==> config.mk <==
export PLATFORM = sky130hd
export DESIGN_NAME = tpos_top
export DESIGN_NICKNAME = d
export VERILOG_FILES = /design/src/tpos_pkg.sv /design/src/tpos_top.sv
export SDC_FILE = /design/constraint.sdc
export NUM_CORES = 2
export LEC_CHECK = 0
export BUFFER_PORTS_ARGS = -buffer_cell sky130_fd_sc_hd__buf_2
export CAP_MARGIN = 20
export CORE_ASPECT_RATIO = 0.8
export CORE_MARGIN = 2
export CORE_UTILIZATION = 60
export DETAILED_ROUTE_END_ITERATION = 10
export PLACE_DENSITY = 0.77
export SETUP_SLACK_MARGIN = 0.05
export SLEW_MARGIN = 20
export SYNTH_ARGS = -nofsm -noshare
export SYNTH_HDL_FRONTEND = slang
export SYNTH_SLANG_ARGS = --single-unit
==> constraint.sdc <==
create_clock -name clock_i -period 31 [get_ports clock_i]
set_input_delay 0 -clock clock_i [delete_from_list [all_inputs] [get_ports clock_i]]
set_output_delay 0 -clock clock_i [all_outputs]
set_load 0.02 [all_outputs]
==> src/tpos_pkg.sv <==
// package: register map, field layout, reset values and timing constants of the tx scheduler
//
// Behaviour
// - two independent transmit objects, each sending at most eight payload bytes
// - comm record reports highest sub-entry 5 (read-only)
// - frames carry the object's identifier; defaults 180h/280h plus node number
// - type 0: send right after every received sync
// - type 1..240: send once every N received syncs
// - type 252: latch payload on sync, send on matching remote request
// - type 253: refresh payload and send on matching remote request
// - type 254 (reset default): send periodically on the event timer
// - type 255: send on any mapped value change, plus event timer if non-zero
// - inhibit time in 100 us units blocks sends after each frame; 0 disables
// - non-zero event timer in 1 ms units triggers sends on expiry; 0 disables
// - objects send and accept only while the node is operational
// - map table holds at most four entries totalling at most eight bytes
// - map entry: index [31:16], sub-entry [15:8], size in bits [7:0]
// - count 0 disables the object; entries edited; new count re-enables it
// - identifier bit 31 set disables the object
// - identifier bits 10..0 hold the frame id; bits 28..11 read zero
// - sync frames recognised by a configurable identifier, default 80h
package tpos_pkg;

  localparam int unsigned NUM_OBJ = 2;
  localparam int unsigned MAP_MAX = 4;
  localparam int unsigned PAYLOAD_BYTES = 8;

  // register offsets; word index = object * 16 + offset, object in addr[4]
  localparam logic [7:0] OFS_HIGHEST = 8'h00;
  localparam logic [7:0] OFS_IDENT = 8'h01;
  localparam logic [7:0] OFS_TYPE = 8'h02;
  localparam logic [7:0] OFS_INHIBIT = 8'h03;
  localparam logic [7:0] OFS_RSVD = 8'h04;
  localparam logic [7:0] OFS_EVENT = 8'h05;
  localparam logic [7:0] OFS_MAP_CNT = 8'h08;
  localparam logic [7:0] OFS_MAP_ENT = 8'h09;
  localparam logic [7:0] OFS_SYNC_ID = 8'h20;
  localparam logic [7:0] OFS_STATUS = 8'h21;

  localparam int unsigned OBJ_SEL_BIT = 4;

  // field positions
  localparam int unsigned ID_DIS_BIT = 31;
  localparam int unsigned ID_MSB = 10;
  localparam int unsigned MAP_SIZE_MSB = 7;

  // reset values
  localparam logic [7:0] HIGHEST_SUB = 8'h05;
  localparam logic [10:0] ID_BASE0 = 11'h180;
  localparam logic [10:0] ID_BASE1 = 11'h280;
  localparam logic [7:0] TYPE_RST = 8'hFE;
  localparam logic [10:0] SYNC_ID_RST = 11'h080;

  // transmission types
  localparam logic [7:0] TT_ACYC = 8'h00;
  localparam logic [7:0] TT_CYC_MAX = 8'hF0;
  localparam logic [7:0] TT_RTR_SYNC = 8'hFC;
  localparam logic [7:0] TT_RTR = 8'hFD;
  localparam logic [7:0] TT_TIMER = 8'hFE;
  localparam logic [7:0] TT_COS = 8'hFF;

  // time bases
  localparam int unsigned CLK_HZ = 40000000;
  localparam int unsigned TICK_US = 100;
  localparam int unsigned TICK_CYC = CLK_HZ / 1000000 * TICK_US;
  localparam int unsigned MS_PER_TICKS = 10;

endpackage

==> src/tpos_top.sv <==
// transmit object scheduler: two objects, comm records, map tables, timers, frame request out
//
// The implementer's own choices: the placing of the registers and the plain strobed port.
module tpos_top
#(
  parameter int unsigned TICK_CYCLES = tpos_pkg::TICK_CYC,
  parameter logic [6:0]  NODE_ID     = 7'h01
)
(
  // clock and reset
  input  wire logic        clock_i,
  input  wire logic        resetn_i,
  // register port
  input  wire logic [7:0]  reg_addr_i,
  input  wire logic [31:0] reg_wdata_i,
  input  wire logic        reg_wr_i,
  input  wire logic        reg_rd_i,
  output logic      [31:0] reg_rdata_o,
  // network state and received frames
  input  wire logic        operational_i,
  input  wire logic        rx_valid_i,
  input  wire logic [10:0] rx_id_i,
  input  wire logic        rx_remote_i,
  // mapped object values, 8 bytes per object
  input  wire logic [63:0] obj0_data_i,
  input  wire logic [63:0] obj1_data_i,
  // frame request to the controller
  output logic             tx_req_o,
  output logic      [10:0] tx_id_o,
  output logic      [3:0]  tx_len_o,
  output logic      [63:0] tx_data_o,
  input  wire logic        tx_ack_i
);

  localparam int unsigned N = tpos_pkg::NUM_OBJ;
  localparam int unsigned M = tpos_pkg::MAP_MAX;

  // ****************************************
  // reset release
  // ****************************************
  logic [1:0] rst_sync_r;
  logic       rst_n;

  always_ff @(posedge clock_i or negedge resetn_i)
  begin
    if (!resetn_i)
      rst_sync_r <= 2'b00;
    else
      rst_sync_r <= {rst_sync_r[0], 1'b1};
  end

  assign rst_n = rst_sync_r[1];

  // ****************************************
  // time bases
  // ****************************************
  logic [15:0] pre_r;
  logic [3:0]  ms_div_r;
  logic        tick100_r;
  logic        tick1ms_r;
  wire         pre_end = (pre_r == 16'(TICK_CYCLES - 1));
  wire         ms_end = pre_end && (ms_div_r == 4'(tpos_pkg::MS_PER_TICKS - 1));

  always_ff @(posedge clock_i or negedge rst_n)
  begin
    if (!rst_n)
    begin
      pre_r <= 16'h0000;
      ms_div_r <= 4'h0;
      tick100_r <= 1'b0;
      tick1ms_r <= 1'b0;
    end
    else
    begin
      pre_r <= pre_end ? 16'h0000 : pre_r + 16'h0001;
      if (pre_end)
        ms_div_r <= ms_end ? 4'h0 : ms_div_r + 4'h1;
      tick100_r <= pre_end;
      tick1ms_r <= ms_end;
    end
  end

  // ****************************************
  // register decode
  // ****************************************
  wire       obj_sel = reg_addr_i[tpos_pkg::OBJ_SEL_BIT];
  wire [7:0] ofs = {4'h0, reg_addr_i[3:0]};
  wire       glb = reg_addr_i[5];
  logic [10:0] sync_id_r;

  function automatic logic hit(input logic [7:0] o);
    hit = !glb && (ofs == o);
  endfunction

  // map size sum in bytes for a count and table
  function automatic logic [7:0] map_bytes(input logic [2:0] cnt, input logic [127:0] tbl);
    logic [10:0] s;
    s = 11'h000;
    for (int k = 0; k < M; k++)
      if (k < cnt)
        s = s + {3'b000, tbl[k*32 +: 8]};
    map_bytes = s[10:3];
  endfunction

  wire sync_seen = rx_valid_i && !rx_remote_i && (rx_id_i == sync_id_r) && operational_i;

  logic [N-1:0] want_r;
  logic [N-1:0] grant;
  logic [N-1:0] obj_en;
  logic [31:0]  rd_obj [N];
  logic [10:0]  id_of [N];
  logic [3:0]   len_of [N];
  logic [63:0]  pay_of [N];

  // ****************************************
  // per-object logic
  // ****************************************
  genvar g;
  generate
    for (g = 0; g < N; g++)
    begin : gobj
      logic [31:0]  ident_r;
      logic [7:0]   type_r;
      logic [15:0]  inhibit_r;
      logic [7:0]   rsvd_r;
      logic [15:0]  event_r;
      logic [2:0]   cnt_r;
      logic [127:0] map_r;
      logic [7:0]   sync_cnt_r;
      logic [15:0]  inh_cnt_r;
      logic [15:0]  evt_cnt_r;
      logic [63:0]  latch_r;
      logic [63:0]  prev_r;
      logic         pend_r;
      wire [63:0]   live = (g == 0) ? obj0_data_i : obj1_data_i;
      wire          wsel = reg_wr_i && (obj_sel == 1'(g));
      wire [7:0]    mofs = ofs - tpos_pkg::OFS_MAP_ENT;
      wire          map_wr = wsel && !glb && (ofs >= tpos_pkg::OFS_MAP_ENT)
                             && (mofs < 8'(M)) && (cnt_r == 3'h0);
      wire [7:0]    nbytes = map_bytes(cnt_r, map_r);
      wire          rtr_hit = rx_valid_i && rx_remote_i && operational_i
                              && (rx_id_i == ident_r[tpos_pkg::ID_MSB:0]);
      wire          is_cyc = (type_r != tpos_pkg::TT_ACYC) && (type_r <= tpos_pkg::TT_CYC_MAX);
      wire          is_async = (type_r == tpos_pkg::TT_TIMER) || (type_r == tpos_pkg::TT_COS);
      wire          sync_fire = sync_seen && ((type_r == tpos_pkg::TT_ACYC)
                                || (is_cyc && (sync_cnt_r + 8'h01 >= type_r)));
      wire          rtr_fire = rtr_hit && ((type_r == tpos_pkg::TT_RTR_SYNC)
                               || (type_r == tpos_pkg::TT_RTR));
      wire          evt_fire = is_async && (event_r != 16'h0000) && tick1ms_r
                               && (evt_cnt_r <= 16'h0001);
      wire          cos_fire = (type_r == tpos_pkg::TT_COS) && (live != prev_r);
      wire          inhibited = (inh_cnt_r != 16'h0000);

      assign obj_en[g] = !ident_r[tpos_pkg::ID_DIS_BIT] && (cnt_r != 3'h0)
                         && operational_i && (nbytes <= 8'(tpos_pkg::PAYLOAD_BYTES));
      assign id_of[g] = ident_r[tpos_pkg::ID_MSB:0];
      assign len_of[g] = nbytes[3:0];
      assign pay_of[g] = (type_r == tpos_pkg::TT_RTR_SYNC) ? latch_r : live;
      assign want_r[g] = pend_r && !inhibited && obj_en[g];

      always_comb
      begin
        rd_obj[g] = 32'h0000_0000;
        case (ofs)
          tpos_pkg::OFS_HIGHEST: rd_obj[g] = {24'h0, tpos_pkg::HIGHEST_SUB};
          tpos_pkg::OFS_IDENT:   rd_obj[g] = {ident_r[31], 20'h0, ident_r[10:0]};
          tpos_pkg::OFS_TYPE:    rd_obj[g] = {24'h0, type_r};
          tpos_pkg::OFS_INHIBIT: rd_obj[g] = {16'h0, inhibit_r};
          tpos_pkg::OFS_RSVD:    rd_obj[g] = {24'h0, rsvd_r};
          tpos_pkg::OFS_EVENT:   rd_obj[g] = {16'h0, event_r};
          tpos_pkg::OFS_MAP_CNT: rd_obj[g] = {29'h0, cnt_r};
          default:
            if ((ofs >= tpos_pkg::OFS_MAP_ENT) && (mofs < 8'(M)))
              rd_obj[g] = map_r[mofs[1:0]*32 +: 32];
        endcase
      end

      always_ff @(posedge clock_i or negedge rst_n)
      begin
        if (!rst_n)
        begin
          // default identifier carries the node number, as the network expects
          ident_r <= {21'h0, ((g == 0) ? tpos_pkg::ID_BASE0 : tpos_pkg::ID_BASE1)
                      + {4'h0, NODE_ID}};
          type_r <= tpos_pkg::TYPE_RST;
          inhibit_r <= 16'h0000;
          rsvd_r <= 8'h00;
          event_r <= 16'h0000;
          cnt_r <= 3'h0;
          map_r <= '0;
        end
        else
        begin
          if (wsel && hit(tpos_pkg::OFS_IDENT))
            ident_r <= {reg_wdata_i[31], 20'h0, reg_wdata_i[10:0]};
          if (wsel && hit(tpos_pkg::OFS_TYPE))
            type_r <= reg_wdata_i[7:0];
          if (wsel && hit(tpos_pkg::OFS_INHIBIT))
            inhibit_r <= reg_wdata_i[15:0];
          if (wsel && hit(tpos_pkg::OFS_RSVD))
            rsvd_r <= reg_wdata_i[7:0];
          if (wsel && hit(tpos_pkg::OFS_EVENT))
            event_r <= reg_wdata_i[15:0];
          if (wsel && hit(tpos_pkg::OFS_MAP_CNT) && (reg_wdata_i[7:0] <= 8'(M)))
            cnt_r <= reg_wdata_i[2:0];
          if (map_wr)
            map_r[mofs[1:0]*32 +: 32] <= reg_wdata_i;
        end
      end

      // trigger and timing state
      always_ff @(posedge clock_i or negedge rst_n)
      begin
        if (!rst_n)
        begin
          sync_cnt_r <= 8'h00;
          inh_cnt_r <= 16'h0000;
          evt_cnt_r <= 16'h0000;
          latch_r <= '0;
          prev_r <= '0;
          pend_r <= 1'b0;
        end
        else
        begin
          prev_r <= live;
          if (sync_seen && is_cyc)
            sync_cnt_r <= sync_fire ? 8'h00 : sync_cnt_r + 8'h01;
          if (sync_seen && (type_r == tpos_pkg::TT_RTR_SYNC))
            latch_r <= live;
          if (tick1ms_r)
            evt_cnt_r <= (evt_cnt_r <= 16'h0001) ? event_r : evt_cnt_r - 16'h0001;
          if (grant[g])
            inh_cnt_r <= inhibit_r;
          else if (tick100_r && inhibited)
            inh_cnt_r <= inh_cnt_r - 16'h0001;
          // new trigger beats the clear by grant
          if (!obj_en[g])
            pend_r <= 1'b0;
          else if (sync_fire || rtr_fire || evt_fire || cos_fire)
            pend_r <= 1'b1;
          else if (grant[g])
            pend_r <= 1'b0;
        end
      end
    end
  endgenerate

  // ****************************************
  // frame request, object 0 first
  // ****************************************
  wire pick = !want_r[0];
  assign grant[0] = !tx_req_o && want_r[0];
  assign grant[1] = !tx_req_o && !want_r[0] && want_r[1];

  always_ff @(posedge clock_i or negedge rst_n)
  begin
    if (!rst_n)
    begin
      tx_req_o <= 1'b0;
      tx_id_o <= 11'h000;
      tx_len_o <= 4'h0;
      tx_data_o <= '0;
    end
    else if (tx_req_o)
    begin
      if (tx_ack_i)
        tx_req_o <= 1'b0;
    end
    else if (|grant)
    begin
      tx_req_o <= 1'b1;
      tx_id_o <= id_of[pick];
      tx_len_o <= len_of[pick];
      tx_data_o <= pay_of[pick];
    end
  end

  // ****************************************
  // register read and sync id
  // ****************************************
  wire [31:0] rd_mux = !glb ? rd_obj[obj_sel]
                     : (reg_addr_i == tpos_pkg::OFS_SYNC_ID) ? {21'h0, sync_id_r}
                     : (reg_addr_i == tpos_pkg::OFS_STATUS) ? {28'h0, want_r, obj_en}
                     : 32'h0000_0000;

  always_ff @(posedge clock_i or negedge rst_n)
  begin
    if (!rst_n)
    begin
      sync_id_r <= tpos_pkg::SYNC_ID_RST;
      reg_rdata_o <= 32'h0000_0000;
    end
    else
    begin
      if (reg_wr_i && (reg_addr_i == tpos_pkg::OFS_SYNC_ID))
        sync_id_r <= reg_wdata_i[10:0];
      reg_rdata_o <= reg_rd_i ? rd_mux : 32'h0000_0000;
    end
  end

endmodule

==> metrics.txt <==
cell family with most CP delay=compound AO/OA/AOI/OAI gates; first-pass GRT wire length=203 mm; Syn Nets=3999; CP startpoint kind=flop; VDD IR max=41.6 µV; Die Wd=301 µm; Slew Limit Fails=0; setup TNS=0 ps; Int Power=1910 µW; crit-path max cell delay=880 ps; met3 WL=14.4 mm; CP Max Fanout=82; CTS tree=built; First-pass DRT Iterations=8; net switching power=643 µW; DR vias/cell=6.55; Hold EP=gobj[0].prev_r[19]; Comb pwr share=8.6%; HPWL after detailed placement=86.9 mm; MaxCap Viol Count=0; Buf/Inv on CP=2; Switching Fraction=25.2%; vias in the first global route=32800; Area Growth Syn to Fin=16.1%; Final GP Congestion=0.970; number of synthesized flops with an enable pin=0; post-placement cell count=4773; critical path arrival=7910 ps; die height=242 µm; Leakage Power=0.0224 µW; yosys warns=0; Core ar.=0.0703 mm²; clock sink count=867; final WL=133 mm; sequential cell area fraction in the yosys report=51.1%; Worst-Skew Late Latency=670 ps; R2R cell count=24; highest metal used=met5; outcome=completed; unrepaired setup endpoints after global routing=false; area of the die=0.0730 mm²; initial core utilization=60.4%; IO Port Bufs=298; worst hold stages=2; Vias=33400; Slew Limit Headroom=22.4%; min cycle time layout=7340 ps; Crit Path Category=reg -> reg; flop-to-flop setup slack=23660 ps; Sequential Power Share=47.9%; number of fill cells=4955; number of I/O pins=299; clk buf depth=3; Mapped Area=0.0425 mm²; Final setup viols=0; crit share post-route=23.7%; Iter 0 DRT Violations=4452; Netlist cell types=84; ys async rst share=100%; GRT overflow=0; Root Driver=clkbuf_16; post-synthesis instance total=3729; clock buffer count from CTS=85; Max Clock Freq=136 MHz; WL met1=55.5 mm; proportion of layout cells with a drive suffix above 1=22.9%; Worst setup EP type=flop; clock group share of total power=43.5%; Worst Path Required=31570 ps; gr usage total=36.4%; htree depth=3; dominant synthesized flop cell=dfrtp_1; row count=87; Setup Skew=39.4 ps; initial antenna violation count=8; cells along the critical path=nor3_1 -> buf_4 -> nor2b_1 -> ha_1 -> a21oi_1 -> maj3_1 -> xor2_1 -> o21ai_0 -> ha_1 -> a21o_1 -> a21oi_1 -> nand2_1 -> a31oi_1 -> xor2_1 -> o22ai_1 -> ha_1 -> a2111oi_0 -> o21ai_0 -> a21oi_1 -> o311a_1 -> o2111a_4 -> buf_4 -> a221oi_1 -> a31oi_1; Non-Filler Instances=5102; DR WL/cell=26.0 µm; fin nets=4367; largest net degree at the start of global routing=182; Yosys reg bits=867; pwr/cell area=51.7 mW/mm²; worst slew pin tran=1160 ps; Worst-path clk slew=60 ps; metal2 WL=56.9 mm; FF-to-FF Start=gobj[0].cnt_r[2]; Critical-path top delay cell=dfrtp_1; ANT nets after route=0; Reg2Reg Capture Point=gobj[0].inh_cnt_r[15]; synthesized area per cell=11.4 µm²; Remaining DRCs=0; Fin. Hold Viols=0; Worst Hold Class=in -> reg; Hold Path Origin=obj0_data_i[19]
## placed cells by master, fill, tap and decap left out, types with 92 or more instances in the layout
cell type and instances:
dfrtp_1 845, nand2_1 355, mux2_2 334, buf_2 297, xnor2_1 189, dlygate4sd3_1 171, o21ai_0 151, o31ai_1 139
a21oi_1 107, nor2_1 101, inv_1 94, mux2i_1 92
## worst reg2reg max path: stages (launching register included)
cell,delay [ps]
dfrtp_1,880
nor3_1,140
buf_4,210
nor2b_1,270
ha_1,290
a21oi_1,260
maj3_1,300
xor2_1,140
o21ai_0,90
ha_1,390
a21o_1,200
a21oi_1,250
nand2_1,150
a31oi_1,280
xor2_1,290
o22ai_1,140
ha_1,320
a2111oi_0,310
o21ai_0,150
a21oi_1,200
o311a_1,310
o2111a_4,390
buf_4,780
a221oi_1,330
a31oi_1,190
## power groups by stage
stage | registers (µW) | logic [µW] | clock network, µW
6_report | 1220 | 219 | 1110
5_1_grt | 1220 | 235 | 1160
4_1_cts | 1220 | 215 | 1110
2_1_floorplan | 1230 | 108 | 0
3_3_place_gp | 1240 | 191 | 0
3_5_place_dp | 1240 | 195 | 0
## cell usage after synthesis (64+ instances only)
master	instances	share of area (%)
nand2_1	364	3.2
inv_1	94	0.83
o31ai_1	139	2.5
mux2i_1	92	2.2
nor2_1	101	0.89
o21ai_1	67	0.79
mux2_2	334	8.9
ha_1	79	2.3
a32oi_1	78	1.6
clkbuf_1	194	1.7
o21ai_0	151	1.8
xnor2_1	189	3.9
mux4_2	64	3.4
a21oi_1	107	1.3
a22o_1	67	1.4
dfrtp_1	846	50
## worst max path at each step
stage                            endpoint  slack, ps        startpoint  cells past startpoint
finish              gobj[0].inh_cnt_r[15]      23660  gobj[0].cnt_r[2]                     24
global placement     gobj[1].inh_cnt_r[0]      24060  gobj[0].cnt_r[2]                     24
CTS                 gobj[0].inh_cnt_r[15]      23900  gobj[0].cnt_r[2]                     24
detailed placement   gobj[1].inh_cnt_r[0]      23890  gobj[0].cnt_r[2]                     24
global route         gobj[0].inh_cnt_r[2]      23080  gobj[0].cnt_r[2]                     24
floorplan                gobj[0].cnt_r[0]       5080     rst_sync_r[1]                      0
## registers in the layout, summed over array words and instances (netlist names), 16 cells and up
register         cells
gobj.event_r        32
gobj.evt_cnt_r      32
gobj.ident_r        24
gobj.inh_cnt_r      32
gobj.inhibit_r      32
gobj.latch_r       128
gobj.map_r         256
gobj.prev_r        128
gobj.rsvd_r         16
gobj.sync_cnt_r     16
gobj.type_r         16
pre_r               16
reg_rdata_o         32
tx_data_o           64
## timing repair
| item | 4_1_cts | 5_1_grt |
|---|---|---|
| resized for setup | 0 | 0 |
| hold buffers | 171 | 0 |
| hold endpoints to repair | 674 | 0 |
| setup buffers | 0 | 0 |
## routing by layer
metal	vias to the layer above	global-route usage [%]
met2	1825	51.9
met3	356	10.0
met4	4	13.7
met1	16800	53.4
met5	-	0
li1	14400	-
## cell type report
cell class	count	area [µm²]	share of cell area, %
clock buffer	126	2530	5.14
tap	934	1170	2.37
inverter	94	353	0.715
multi-input combinational	2534	19500	39.6
clock inverter	26	429	0.870
antenna	6	15.0	0.0304
timing repair buffer	515	3570	7.24
sequential	867	21700	44.0
## metrics by stage
stage | worst slack, ps | area [µm²] | hold WS (ps) | utilization, % | power [µW]
global placement | 24060 | 44600 | -215 | 63.5 | 1430
global route | 23080 | 49300 | 22.5 | 70.1 | 2620
floorplan | 5080 | 42500 | -296 | - | 1340
detailed placement | 23890 | 44600 | -213 | 63.5 | 1430
CTS | 23900 | 49300 | 10.9 | 70.1 | 2540
finish | 23660 | 49300 | 34.1 | 70.1 | 2550
## cell families (layout without fill, tap and decap cells)
| kind of cell | Yosys count | after routing | share of synthesized area (%) |
|---|---|---|---|
| XOR/XNOR | 235 | 235 | 4.85 |
| other | 1 | 7 | 0.00883 |
| buffers and inverters | 328 | 761 | 3.10 |
| flip-flops | 867 | 867 | 51.1 |
| adder cells (fa/ha/maj) | 85 | 85 | 2.56 |
| AO/OA/AOI/OAI | 847 | 847 | 13.9 |
| multiplexers | 492 | 492 | 14.5 |
| AND/OR/NAND/NOR | 874 | 874 | 9.97 |
No activity file was read; power rests on OpenSTA's default activity.
